<file path="src/verilog/mst_pkg.sv">
package mst_pkg;
    localparam int unsigned MST_AW = 4;
    localparam int unsigned MST_DW = 8;
    // register offsets
    localparam logic [3:0] MST_OFF_LINE_STATUS = 4'h5;
    localparam logic [3:0] MST_OFF_MODEM_STATUS = 4'h6;
    localparam logic [3:0] MST_OFF_SCRATCH = 4'h7;
    localparam logic [3:0] MST_OFF_MODEM_CONTROL = 4'h4;
    localparam logic [3:0] MST_OFF_ENH_FEATURE = 4'h2;
    localparam logic [3:0] MST_OFF_IRQ_STATUS = 4'h8;
    localparam logic [3:0] MST_OFF_IRQ_MASK = 4'h9;
    // modem status field positions
    localparam int unsigned MST_MS_DCD = 7;
    localparam int unsigned MST_MS_RI = 6;
    localparam int unsigned MST_MS_DSR = 5;
    localparam int unsigned MST_MS_CTS = 4;
    localparam int unsigned MST_MS_DDCD = 3;
    localparam int unsigned MST_MS_TERI = 2;
    localparam int unsigned MST_MS_DDSR = 1;
    localparam int unsigned MST_MS_DCTS = 0;
    // modem control field positions
    localparam int unsigned MST_MC_DTR = 0;
    localparam int unsigned MST_MC_RTS = 1;
    localparam int unsigned MST_MC_OUT_ONE = 2;
    localparam int unsigned MST_MC_OUT_TWO = 3;
    localparam int unsigned MST_MC_LOOP = 4;
    // enhanced feature field
    localparam int unsigned MST_EF_AUTO_CTS = 7;
    // line status field
    localparam int unsigned MST_LS_DATA_READY = 0;
    // irq status bits
    localparam int unsigned MST_IRQ_MODEM = 0;
    localparam int unsigned MST_IRQ_DATA = 1;
    localparam int unsigned MST_IRQ_W = 2;
    localparam logic [7:0] MST_BYTE_ZERO = 8'h00;
    localparam logic [3:0] MST_NIB_ZERO = 4'h0;
    localparam logic [1:0] MST_PAIR_ZERO = 2'h0;
    localparam logic [MST_IRQ_W-1:0] MST_IRQ_ZERO = 2'h0;
    // pins idle high (inactive) after reset
    localparam logic [3:0] MST_PIN_IDLE = 4'hf;
endpackage

</file>
<file path="src/verilog/mst_modem_status.sv">
`timescale 1ns/1ps
`default_nettype none
//
// Contract
// - data ready shows received characters held
// - four change bits set on input change
// - status read clears change bits
// - bit 7 is inverted carrier pin
// - loop-back: bit 7 follows aux two
// - bit 6 ring, loop-back aux one
// - bit 5 data-set-ready, loop-back DTR
// - bit 4 clear-to-send, loop-back RTS
// - auto flow stops transmit, pin high, loop-back RTS clear
// - carrier, dsr, cts changes either direction
// - ring change only on falling ring bit (pin rising)
// - any change bit raises modem irq
// - eight-bit scratch register for software
module mst_modem_status
    import mst_pkg::*;
#(
    parameter int unsigned AW = MST_AW,
    parameter int unsigned DW = MST_DW
) (
    input wire logic clk_sys,
    input wire logic rst,
    input wire logic [AW-1:0] reg_addr,
    input wire logic [DW-1:0] reg_wdata,
    input wire logic reg_wr,
    input wire logic reg_rd,
    output logic [DW-1:0] reg_rdata,
    input wire logic dcd_n,
    input wire logic ri_n,
    input wire logic dsr_n,
    input wire logic cts_n,
    input wire logic rx_char_held,
    input wire logic tx_char_done,
    output logic dtr_n,
    output logic rts_n,
    output logic aux_output_one_n,
    output logic aux_output_two_n,
    output logic loopback,
    output logic tx_allowed,
    output logic modem_irq,
    output logic irq
);
    logic [3:0] pins_s;
    logic [3:0] live;
    logic [3:0] live_r;
    logic live_vld_r;
    logic [3:0] delta_r;
    logic [3:0] delta_set;
    logic [7:0] modem_control_reg_r;
    logic [7:0] enhanced_feature_reg_r;
    logic [7:0] scratch_reg_r;
    logic [MST_IRQ_W-1:0] irq_stat_r;
    logic [MST_IRQ_W-1:0] irq_mask_r;
    logic [MST_IRQ_W-1:0] irq_ev;
    logic rx_held_r;
    logic tx_hold_r;
    logic [7:0] modem_status_reg;
    logic [7:0] line_status_reg;
    logic rd_modem;
    logic lb;

    function automatic logic hit(input logic [AW-1:0] a, input logic [3:0] off);
        hit = (a == AW'(off));
    endfunction

    mst_sync #(
        .W(4),
        .INIT(MST_PIN_IDLE)
    ) u_sync (
        .clk_sys(clk_sys),
        .rst(rst),
        .d({dcd_n, ri_n, dsr_n, cts_n}),
        .q(pins_s)
    );

    assign lb = modem_control_reg_r[MST_MC_LOOP];
    assign rd_modem = reg_rd && hit(reg_addr, MST_OFF_MODEM_STATUS);

    // live status order: dcd, ri, dsr, cts
    always_comb begin
        if (lb) begin
            live[3] = modem_control_reg_r[MST_MC_OUT_TWO];
            live[2] = modem_control_reg_r[MST_MC_OUT_ONE];
            live[1] = modem_control_reg_r[MST_MC_DTR];
            live[0] = modem_control_reg_r[MST_MC_RTS];
        end else begin
            // inverted pins, also ring dsr cts
            live = ~pins_s;
        end
    end

    // previous live value; edge detection idle until first sample
    always_ff @(posedge clk_sys) begin
        if (rst) begin
            live_r <= MST_NIB_ZERO;
            live_vld_r <= 1'b0;
        end else begin
            live_r <= live;
            live_vld_r <= 1'b1;
        end
    end

    always_comb begin
        delta_set = MST_NIB_ZERO;
        if (live_vld_r) begin
            delta_set[3] = live[3] ^ live_r[3];
            delta_set[1] = live[1] ^ live_r[1];
            delta_set[0] = live[0] ^ live_r[0];
            // ring status falls when pin rises
            delta_set[2] = live_r[2] & ~live[2];
        end
    end

    always_ff @(posedge clk_sys) begin
        if (rst) begin
            delta_r <= MST_NIB_ZERO;
        end else begin
            delta_r <= (rd_modem ? MST_NIB_ZERO : delta_r) | delta_set;
        end
    end

    always_ff @(posedge clk_sys) begin
        if (rst) begin
            rx_held_r <= 1'b0;
        end else begin
            rx_held_r <= rx_char_held;
        end
    end

    assign modem_status_reg = {live, delta_r};
    always_comb begin
        line_status_reg = MST_BYTE_ZERO;
        line_status_reg[MST_LS_DATA_READY] = rx_char_held;
    end

    // register writes
    always_ff @(posedge clk_sys) begin
        if (rst) begin
            modem_control_reg_r <= MST_BYTE_ZERO;
            enhanced_feature_reg_r <= MST_BYTE_ZERO;
            irq_mask_r <= MST_IRQ_ZERO;
        end else if (reg_wr) begin
            if (hit(reg_addr, MST_OFF_MODEM_CONTROL)) begin
                modem_control_reg_r <= reg_wdata;
            end
            if (hit(reg_addr, MST_OFF_ENH_FEATURE)) begin
                enhanced_feature_reg_r <= reg_wdata;
            end
            if (hit(reg_addr, MST_OFF_IRQ_MASK)) begin
                irq_mask_r <= reg_wdata[MST_IRQ_W-1:0];
            end
        end
    end

    always_ff @(posedge clk_sys) begin
        if (rst) begin
            scratch_reg_r <= MST_BYTE_ZERO;
        end else if (reg_wr && hit(reg_addr, MST_OFF_SCRATCH)) begin
            scratch_reg_r <= reg_wdata;
        end
    end

    // interrupt status: modem change, data ready rising
    always_comb begin
        irq_ev = MST_IRQ_ZERO;
        irq_ev[MST_IRQ_MODEM] = |delta_set;
        irq_ev[MST_IRQ_DATA] = rx_char_held & ~rx_held_r;
    end

    always_ff @(posedge clk_sys) begin
        if (rst) begin
            irq_stat_r <= MST_IRQ_ZERO;
        end else if (reg_wr && hit(reg_addr, MST_OFF_IRQ_STATUS)) begin
            irq_stat_r <= (irq_stat_r & ~reg_wdata[MST_IRQ_W-1:0]) | irq_ev;
        end else begin
            irq_stat_r <= irq_stat_r | irq_ev;
        end
    end

    // read data, one cycle after strobe
    always_ff @(posedge clk_sys) begin
        if (rst) begin
            reg_rdata <= MST_BYTE_ZERO;
        end else if (reg_rd) begin
            unique case (reg_addr)
                AW'(MST_OFF_LINE_STATUS): reg_rdata <= line_status_reg;
                AW'(MST_OFF_MODEM_STATUS): reg_rdata <= modem_status_reg;
                AW'(MST_OFF_SCRATCH): reg_rdata <= scratch_reg_r;
                AW'(MST_OFF_MODEM_CONTROL): reg_rdata <= modem_control_reg_r;
                AW'(MST_OFF_ENH_FEATURE): reg_rdata <= enhanced_feature_reg_r;
                AW'(MST_OFF_IRQ_STATUS): reg_rdata <= {6'h00, irq_stat_r};
                AW'(MST_OFF_IRQ_MASK): reg_rdata <= {6'h00, irq_mask_r};
                default: reg_rdata <= MST_BYTE_ZERO;
            endcase
        end else begin
            reg_rdata <= MST_BYTE_ZERO;
        end
    end

    always_ff @(posedge clk_sys) begin
        if (rst) begin
            tx_hold_r <= 1'b0;
        end else if (!enhanced_feature_reg_r[MST_EF_AUTO_CTS]) begin
            tx_hold_r <= 1'b0;
        end else if (!live[0]) begin
            if (tx_char_done || !tx_hold_r) begin
                tx_hold_r <= 1'b1;
            end
        end else begin
            tx_hold_r <= 1'b0;
        end
    end

    assign tx_allowed = ~tx_hold_r;

    // modem outputs, inactive in loop-back
    always_ff @(posedge clk_sys) begin
        if (rst) begin
            dtr_n <= 1'b1;
            rts_n <= 1'b1;
            aux_output_one_n <= 1'b1;
            aux_output_two_n <= 1'b1;
            loopback <= 1'b0;
        end else begin
            dtr_n <= lb | ~modem_control_reg_r[MST_MC_DTR];
            rts_n <= lb | ~modem_control_reg_r[MST_MC_RTS];
            aux_output_one_n <= lb | ~modem_control_reg_r[MST_MC_OUT_ONE];
            aux_output_two_n <= lb | ~modem_control_reg_r[MST_MC_OUT_TWO];
            loopback <= lb;
        end
    end

    assign modem_irq = |delta_r;
    assign irq = |(irq_stat_r & irq_mask_r);
endmodule
`default_nettype wire

</file>
<file path="src/verilog/mst_sync.sv">
`timescale 1ns/1ps
`default_nettype none
// two-flop synchroniser, vector wide
module mst_sync
    import mst_pkg::*;
#(
    parameter int unsigned W = 4,
    parameter logic [W-1:0] INIT = '1
) (
    input wire logic clk_sys,
    input wire logic rst,
    input wire logic [W-1:0] d,
    output logic [W-1:0] q
);
    logic [W-1:0] meta_r;

    always_ff @(posedge clk_sys) begin
        if (rst) begin
            meta_r <= INIT;
            q <= INIT;
        end else begin
            meta_r <= d;
            q <= meta_r;
        end
    end
endmodule
`default_nettype wire

</file>
<file path="config.mk">
export PLATFORM = sky130hd
export DESIGN_NAME = mst_modem_status
export DESIGN_NICKNAME = d
export VERILOG_FILES = /design/src/verilog/mst_pkg.sv /design/src/verilog/mst_modem_status.sv /design/src/verilog/mst_sync.sv
export SDC_FILE = /design/constraint.sdc
export NUM_CORES = 1
export LEC_CHECK = 0
export ABC_AREA = 1
export ABC_CLOCK_PERIOD_IN_PS = 1350
export BUFFER_PORTS_ARGS = -buffer_cell sky130_fd_sc_hd__buf_4
export CAP_MARGIN = 20
export CORE_MARGIN = 2
export CORE_UTILIZATION = 55
export CTS_CLUSTER_SIZE = 16
export DETAILED_ROUTE_END_ITERATION = 8
export GPL_TIMING_DRIVEN = 0
export HOLD_SLACK_MARGIN = 0.06
export PLACE_DENSITY_LB_ADDON = 0.05
export SLEW_MARGIN = 5
export SYNTH_ARGS = -nofsm -noshare
export SYNTH_HDL_FRONTEND = slang
export SYNTH_SLANG_ARGS = --single-unit
</file>
<file path="constraint.sdc">
create_clock -name clk_sys -period 1.35 [get_ports clk_sys]
set_input_delay 0.3375 -clock clk_sys [delete_from_list [all_inputs] [get_ports clk_sys]]
set_output_delay 0.3375 -clock clk_sys [all_outputs]
set_load 0.01 [all_outputs]
</file>
==> metrics.md, run 1 <==
| Metric | Value |
|---|---|
| Status | finished, violations left |
| Failing checks | negative setup slack |
| Post-detail-place hpwl | 3876 um |
| Starting density of the core | between 50% and 60% |
| Period utilization | 100.3% |
| Slew Limit Fails | 0 |
| Cells after Synth | just under 300 |
| Setup crit start kind | flop |
| Io pins | 38 |
| Power per cell area | about 1400 mW/mm^2 |
| Clock Power Share | approximately 46% |
| CTS root buf | clkbuf_8 |
| PortBufs | 36 |
| CTS clk-pin slew, worst paths | ~70 ps |
| Core Area | 0.004000 sq mm |
| Commonest non-fill, non-tap cells in the layout | dfxtp_1, nand2_1, buf_4, a21oi_1 |
| Final Hold Viols | 0 |
| Sw Ratio | around a quarter |
| Worst slew pin tran | 553.8 ps |
| Cell Area, Synth | around 0.0023 sq mm |
| Core Rows | 23 |
| Max IR drop VDD | slightly below 900 uV |
| Skew final | about 5.9 ps |
| Int Pwr | between 2000 and 3000 uW |
| Setup TNS | -4.378 ps |
| Final GP Congestion | roughly 0.89 |
| Clk_lat worst skew | roughly 350 ps |
| Hold/Removal Path Class | in2reg |
| Synth Area per Inst | 7.735 sq um |
| Area growth, synth to finish | 26.69% |
| Final Critical Period | approximately 1400 ps |
| Setup CP Type | reg2out |
| Layout Utilization | approximately 73% |
| Critical Path AT | 1020 ps |
| Flops & latches, synth | 60 |
| First-pass GRT wire length | between 8000 and 9000 um |
| DRT Pass-1 Iters | 5 |
| Area occupied by multi-input gates | 933.4 sq um |
| Fill cells | 321 |
| RSZ-0062 raised after global routing | yes |
| Netlist cell types | 23 |
| Crit end category | primary output |
| Drc violations | 0 |
| Flop pwr share | a little under half |
| Critical Path RT | ~1000 ps |
| Combinational Power Share | under 10% |
| CP Max Fanout | 2 |
| Sequential share of the synthesized area | 52.29% |
| Max clock buf depth | 2 |
| Total GRT Usage | between 20% and 30% |
| Register area | between 0.001 and 0.0015 sq mm |
| Chip Height | ~69 um |
| Nets | ~370 |
| Wirelength, routed | 5637 um |
| Vias | between 2000 and 2500 |
| Num CTS Buffers | 9 |
| H-tree Lvls | 3 |
| Layout cells sized above 1 | between 20% and 30% |
| N_diodes | 0 |
| Max-cap viol count | 0 |
| Post-CTS Hold Fix Bufs | 0 |
| Leak | 0.001174 uW |
| Die width | roughly 69 um |
| Final ANT Viol Nets | 0 |
| Commonest non-fill, non-tap cell in the layout | dfxtp_1 |
| Total grt overflow | 0 |
| 1st-iter DRT viols | between 100 and 150 |
| Vias in the first global route | around 1900 |
| Max Freq | ~0.74 GHz |
| Final worst setup slack | -4.378 ps |
| DR vias/cell | between 5 and 6 |
| Relative slew slack | around 63% |
| CTS tree | yes |
| Wire per inst | roughly 14 um |
| Largest net degree at the start of global routing | 13 |
| Ys Warns | 0 |
| Initial antenna violation count | 0 |
| Reg2Reg Setup Slack | ~110 ps |
| Psw | just under 1000 uW |
| Tot Pwr | a little under 4000 uW |
| Final Setup Violations | 1 |
| Syn_nets | between 300 and 400 |
| Die area | 0.004709 sq mm |
| Clk sink count | 60 |
## kinds of logic (layout without fill, tap and decap cells)
logic type / count (synthesis) / after routing / synth area share (%)
simple gates: 124 / 124 / 24.35
compound gates: 68 / 68 / 15.58
buf+inv: 45 / 100 / 7.789
flops: 60 / 60 / 52.29
## critical path, cell delays in order, from the launching register on
cell,delay [ps]
dfxtp_2,320
a22o_1,230
buf_6,120
## path summary, 6_finish.rpt
kind                          startpoint               end  depth (start not counted)
setup reg to reg  modem_control_reg_r[4]     irq_stat_r[0]                          8
hold reg to reg         u_sync.meta_r[1]       u_sync.q[1]                          1
setup / recovery           irq_stat_r[1]               irq                          2
hold / removal                      ri_n  u_sync.meta_r[2]                          2
## power by group through the flow
stage	logic (uW)	registers, uW	clock network, uW
finish	277	1840	1820
global route	307	1840	1920
CTS	269	1840	1840
detailed placement	261	1880	0
global placement	258	1880	0
floorplan	143	1880	0
## registers in the layout, summed over array words and instances, names as in the netlist
signal	cells
live_vld_r	1
rx_held_r	1
enhanced_feature_reg_r	8
u_sync.meta_r	4
dtr_n	1
tx_hold_r	1
irq_mask_r	2
scratch_reg_r	8
reg_rdata	8
aux_output_two_n	1
live_r	4
rts_n	1
loopback	1
delta_r	4
aux_output_one_n	1
irq_stat_r	2
u_sync.q	4
modem_control_reg_r	8
## cells in the mapped netlist, drive strengths merged
library cell / count / area share (%)
dfxtp: 60 / 52
nor3: 3 / 0.87
o21ai: 24 / 5.2
nand2: 50 / 8.5
nor2: 32 / 5.8
or2: 9 / 2.5
a21oi: 33 / 7.2
o211ai: 1 / 0.33
nand4: 2 / 0.54
inv: 35 / 5.7
nand3b: 1 / 0.33
clkbuf: 6 / 0.98
o22ai: 9 / 2.5
nand3: 27 / 5.9
a22o: 1 / 0.38
buf: 4 / 1.1
## what timing repair did
| action | in CTS | in global routing |
|---|---|---|
| gates resized for setup | 5 | 9 |
| endpoints found under the setup margin | 2 | 4 |
| endpoints found under the hold margin | 0 | 0 |
| pin swaps | 1 | 3 |
| buffers inserted | 2 | 1 |
## area by class of cell
type / instances / area share (%)
Clock inverter: 7 / 3.396
Inverter: 35 / 4.514
Sequential cell: 60 / 41.57
Timing Repair Buffer: 39 / 10.19
Buffer: 10 / 1.849
Multi-Input combinational cell: 192 / 32.07
Clock buffer: 9 / 4.256
Tap cell: 50 / 2.150
## layer usage
metal  vias up  routed length (um)  track usage [%]
met1       957                2418            34.56
met5         -                   0                0
met2        82                2611            39.54
met3        12                 476            7.630
met4         0                 131            15.75
li1       1071                   -                -
## stage by stage
stage,instance area (sq um),worst slack [ps],hold WS (ps),cells
floorplan,2297,182.7,389.5,297
global placement,2630,-135.3,391.9,383
detailed placement,2630,-154.9,394.1,383
CTS,2879,-14.32,160.9,401
global route,2910,-37.59,167.9,402
finish,2910,-4.378,168.5,402
Note: power is estimated with default switching activity, not from simulation.
==> run 2: changes to the inputs <==
ABC_AREA = unset   (was 1)
==> metrics.md, run 2 <==
| Metric | Value |
|---|---|
| N_diodes | 0 |
| Critical Path RT | ~1000 ps |
| Int Pwr | around 2800 uW |
| Drc violations | 0 |
| Starting density of the core | 58.39% |
| Failing checks | negative setup slack |
| Power per cell area | 1182 mW/mm^2 |
| Slowest stage delay, CP | around 530 ps |
| Ys Warns | 0 |
| Syn_nets | roughly 280 |
| Total grt overflow | 0 |
| Final Setup Violations | 3 |
| Core Rows | 23 |
| Combinational Power Share | approximately 8.7% |
| Relative slew slack | 64.02% |
| Io pins | 38 |
| CTS root buf | clkbuf_8 |
| Top cell type's share of synthesized area | between 50% and 60% |
| Sw Ratio | a little under a quarter |
| Final worst setup slack | -301.7 ps |
| Core Area | just over 0.004 sq mm |
| Max clock buf depth | 2 |
| Crit end category | primary output |
| Synth area leaders | dfxtp_1, a21oi_1, nand2_1 |
| Chip Height | between 60 and 70 um |
| Critical path endpoint | modem_irq |
| Main synth FF type | dfxtp_1 |
| Vias | about 2200 |
| Clock Power Share | slightly above 40% |
| Status | finished, violations left |
| Critical Path AT | about 1300 ps |
| Vias in the first global route | between 1500 and 2000 |
| Wire per inst | 16.47 um |
| CP Cell Sequence | or4_4 > buf_6 |
| Netlist cell types | 38 |
| Critical-path top delay cell | or4_4 |
| Final GP Congestion | roughly 0.85 |
| Cell Area, Synth | about 0.0024 sq mm |
| DRT Pass-1 Iters | 5 |
| H-tree Lvls | 3 |
| Skew final | around 4.4 ps |
| Psw | about 850 uW |
| Worst slew pin tran | ~540 ps |
| Asr flop ratio synth | 0% |
| Synth area leader | dfxtp_1 |
| Clk_lat worst skew | between 300 and 400 ps |
| Cells after Synth | about 260 |
| Hold/Removal Path Class | in2reg |
| Flop pwr share | about half |
| CTS tree | yes |
| PortBufs | 33 |
| Period utilization | 122.3% |
| 1st-iter DRT viols | approximately 190 |
| Setup crit start kind | flop |
| Commonest non-fill, non-tap cell in the layout | dfxtp_1 |
| Max IR drop VDD | 696.0 uV |
| Max-cap viol count | 0 |
| RR Startpoint | modem_control_reg_r[4] |
| Slew Limit Fails | 0 |
| Largest net degree at the start of global routing | 11 |
| Post-detail-place hpwl | approximately 4000 um |
| Nets | 338 |
| Max Freq | about 0.6 GHz |
| Area growth, synth to finish | 28.63% |
| Leak | 0.001183 uW |
| Commonest non-fill, non-tap cells in the layout | dfxtp_1, buf_4, nand2_1, a21oi_1, nand3_1 |
| RSZ-0062 raised after global routing | yes |
| Worst slack, placed | -394.7 ps |
| Num CTS Buffers | 9 |
| Die area | 0.004881 sq mm |
| Reg2Reg Setup Slack | -30 ps |
| Die width | 69.87 um |
| DR vias/cell | approximately 5.9 |
| Wirelength, routed | 6111 um |
| Clk sink count | 60 |
| Initial antenna violation count | 0 |
| Sequential share of the synthesized area | 50.34% |
| Setup TNS | -353.0 ps |
| Flops & latches, synth | 60 |
| CP Max Fanout | 2 |
| Number of synthesized flops with an enable pin | 0 |
| CP Launch Point | delta_r[1] |
| FF-to-FF End | reg_rdata[4] |
| First-pass GRT wire length | between 9000 and 10000 um |
| Tot Pwr | roughly 3600 uW |
| Reg2Reg Depth | 5 |
| Final Critical Period | between 1500 and 2000 ps |
| Final ANT Viol Nets | 0 |
| Total GRT Usage | between 20% and 30% |
| Most frequent cells after synthesis | dfxtp_1, nand2_1, a21oi_1 |
| Final Hold Viols | 0 |
| Synth Area per Inst | 9.107 sq um |
| Layout cells sized above 1 | 32.09% |
| Most frequent cell after synthesis | dfxtp_1 |
| Post-CTS Hold Fix Bufs | 0 |
| CTS clk-pin slew, worst paths | ~60 ps |
| Setup CP Type | reg2out |
-- run 2: cell count changes after synthesis, moves of 4 or more --
cell	change
nor2_1	-17
buf_6	+4
o21ai_0	-10
o21ai_1	-11
a222oi_1	+4
nor2b_1	+9
inv_2	-7
nand2_1	-7
mux2i_1	+4
o22ai_1	-9
inv_1	-24
buf_2	+4
-- run 2: power by group through the flow --
stage | registers [uW] | logic [uW] | clock network [uW]
finish | 1840 | 317 | 1470
global route | 1840 | 339 | 1580
CTS | 1840 | 307 | 1480
detailed placement | 1870 | 280 | 0
global placement | 1870 | 278 | 0
floorplan | 1870 | 173 | 0
-- run 2: worst min path at each step --
stage / endpoint / start / cells past startpoint
final: u_sync.meta_r[0] / cts_n / 2
after global routing: u_sync.meta_r[0] / cts_n / 2
after CTS: u_sync.meta_r[0] / cts_n / 2
after detailed placement: u_sync.q[1] / u_sync.meta_r[1] / 1
after global placement: u_sync.q[1] / u_sync.meta_r[1] / 1
after floorplan: aux_output_two_n / modem_control_reg_r[3] / 1
-- run 2: timing repair --
action                     4_1_cts  5_1_grt
resized for setup               16        9
setup endpoints to repair       16        6
pin swaps                        6        4
setup buffers                    9        1
-- run 2: critical path, delay by kind of cell (launching register included) --
| kind | cells | cell delay, ps |
|---|---|---|
| flip-flops | 1 | 320 |
| buffers and inverters | 1 | 130 |
| AND/OR/NAND/NOR | 1 | 530 |
-- run 2: cells by family after synthesis --
logic type | share of synthesized area (%)
and+or+nand+nor | 25.96
AOI/OAI and AO/OA | 16.05
DFF | 50.34
buffers and inverters | 5.034
muxes | 2.622
-- run 2: final cells by class --
type                            instances  area (sq um)
Buffer                                 17         137.6
Inverter                                4         15.01
Fill cell                             295          1017
Sequential cell                        60          1209
Timing Repair Buffer                   43         330.3
Tap cell                               50         62.56
Clock inverter                          1         5.005
Clock buffer                           15         176.4
Multi-Input combinational cell        181          1134
-- run 2: routing by layer --
layer,vias to the layer above,wire [um],track usage [%]
met5,-,0,0
met4,0,129,9.829
met3,16,446,5.916
met2,99,3009,41.90
met1,1031,2525,32.91
li1,1040,-,-
-- run 2: through the flow --
step	hold WS (ps)	std cells	cell area [sq um]	utilization [%]
3_3_place_gp	390.4	345	2731	66.84
5_1_grt	163.9	371	3069	75.11
3_5_place_dp	393.7	345	2731	66.84
2_1_floorplan	378.8	262	2421	-
6_report	187.3	371	3069	75.11
4_1_cts	180.2	370	3027	74.07
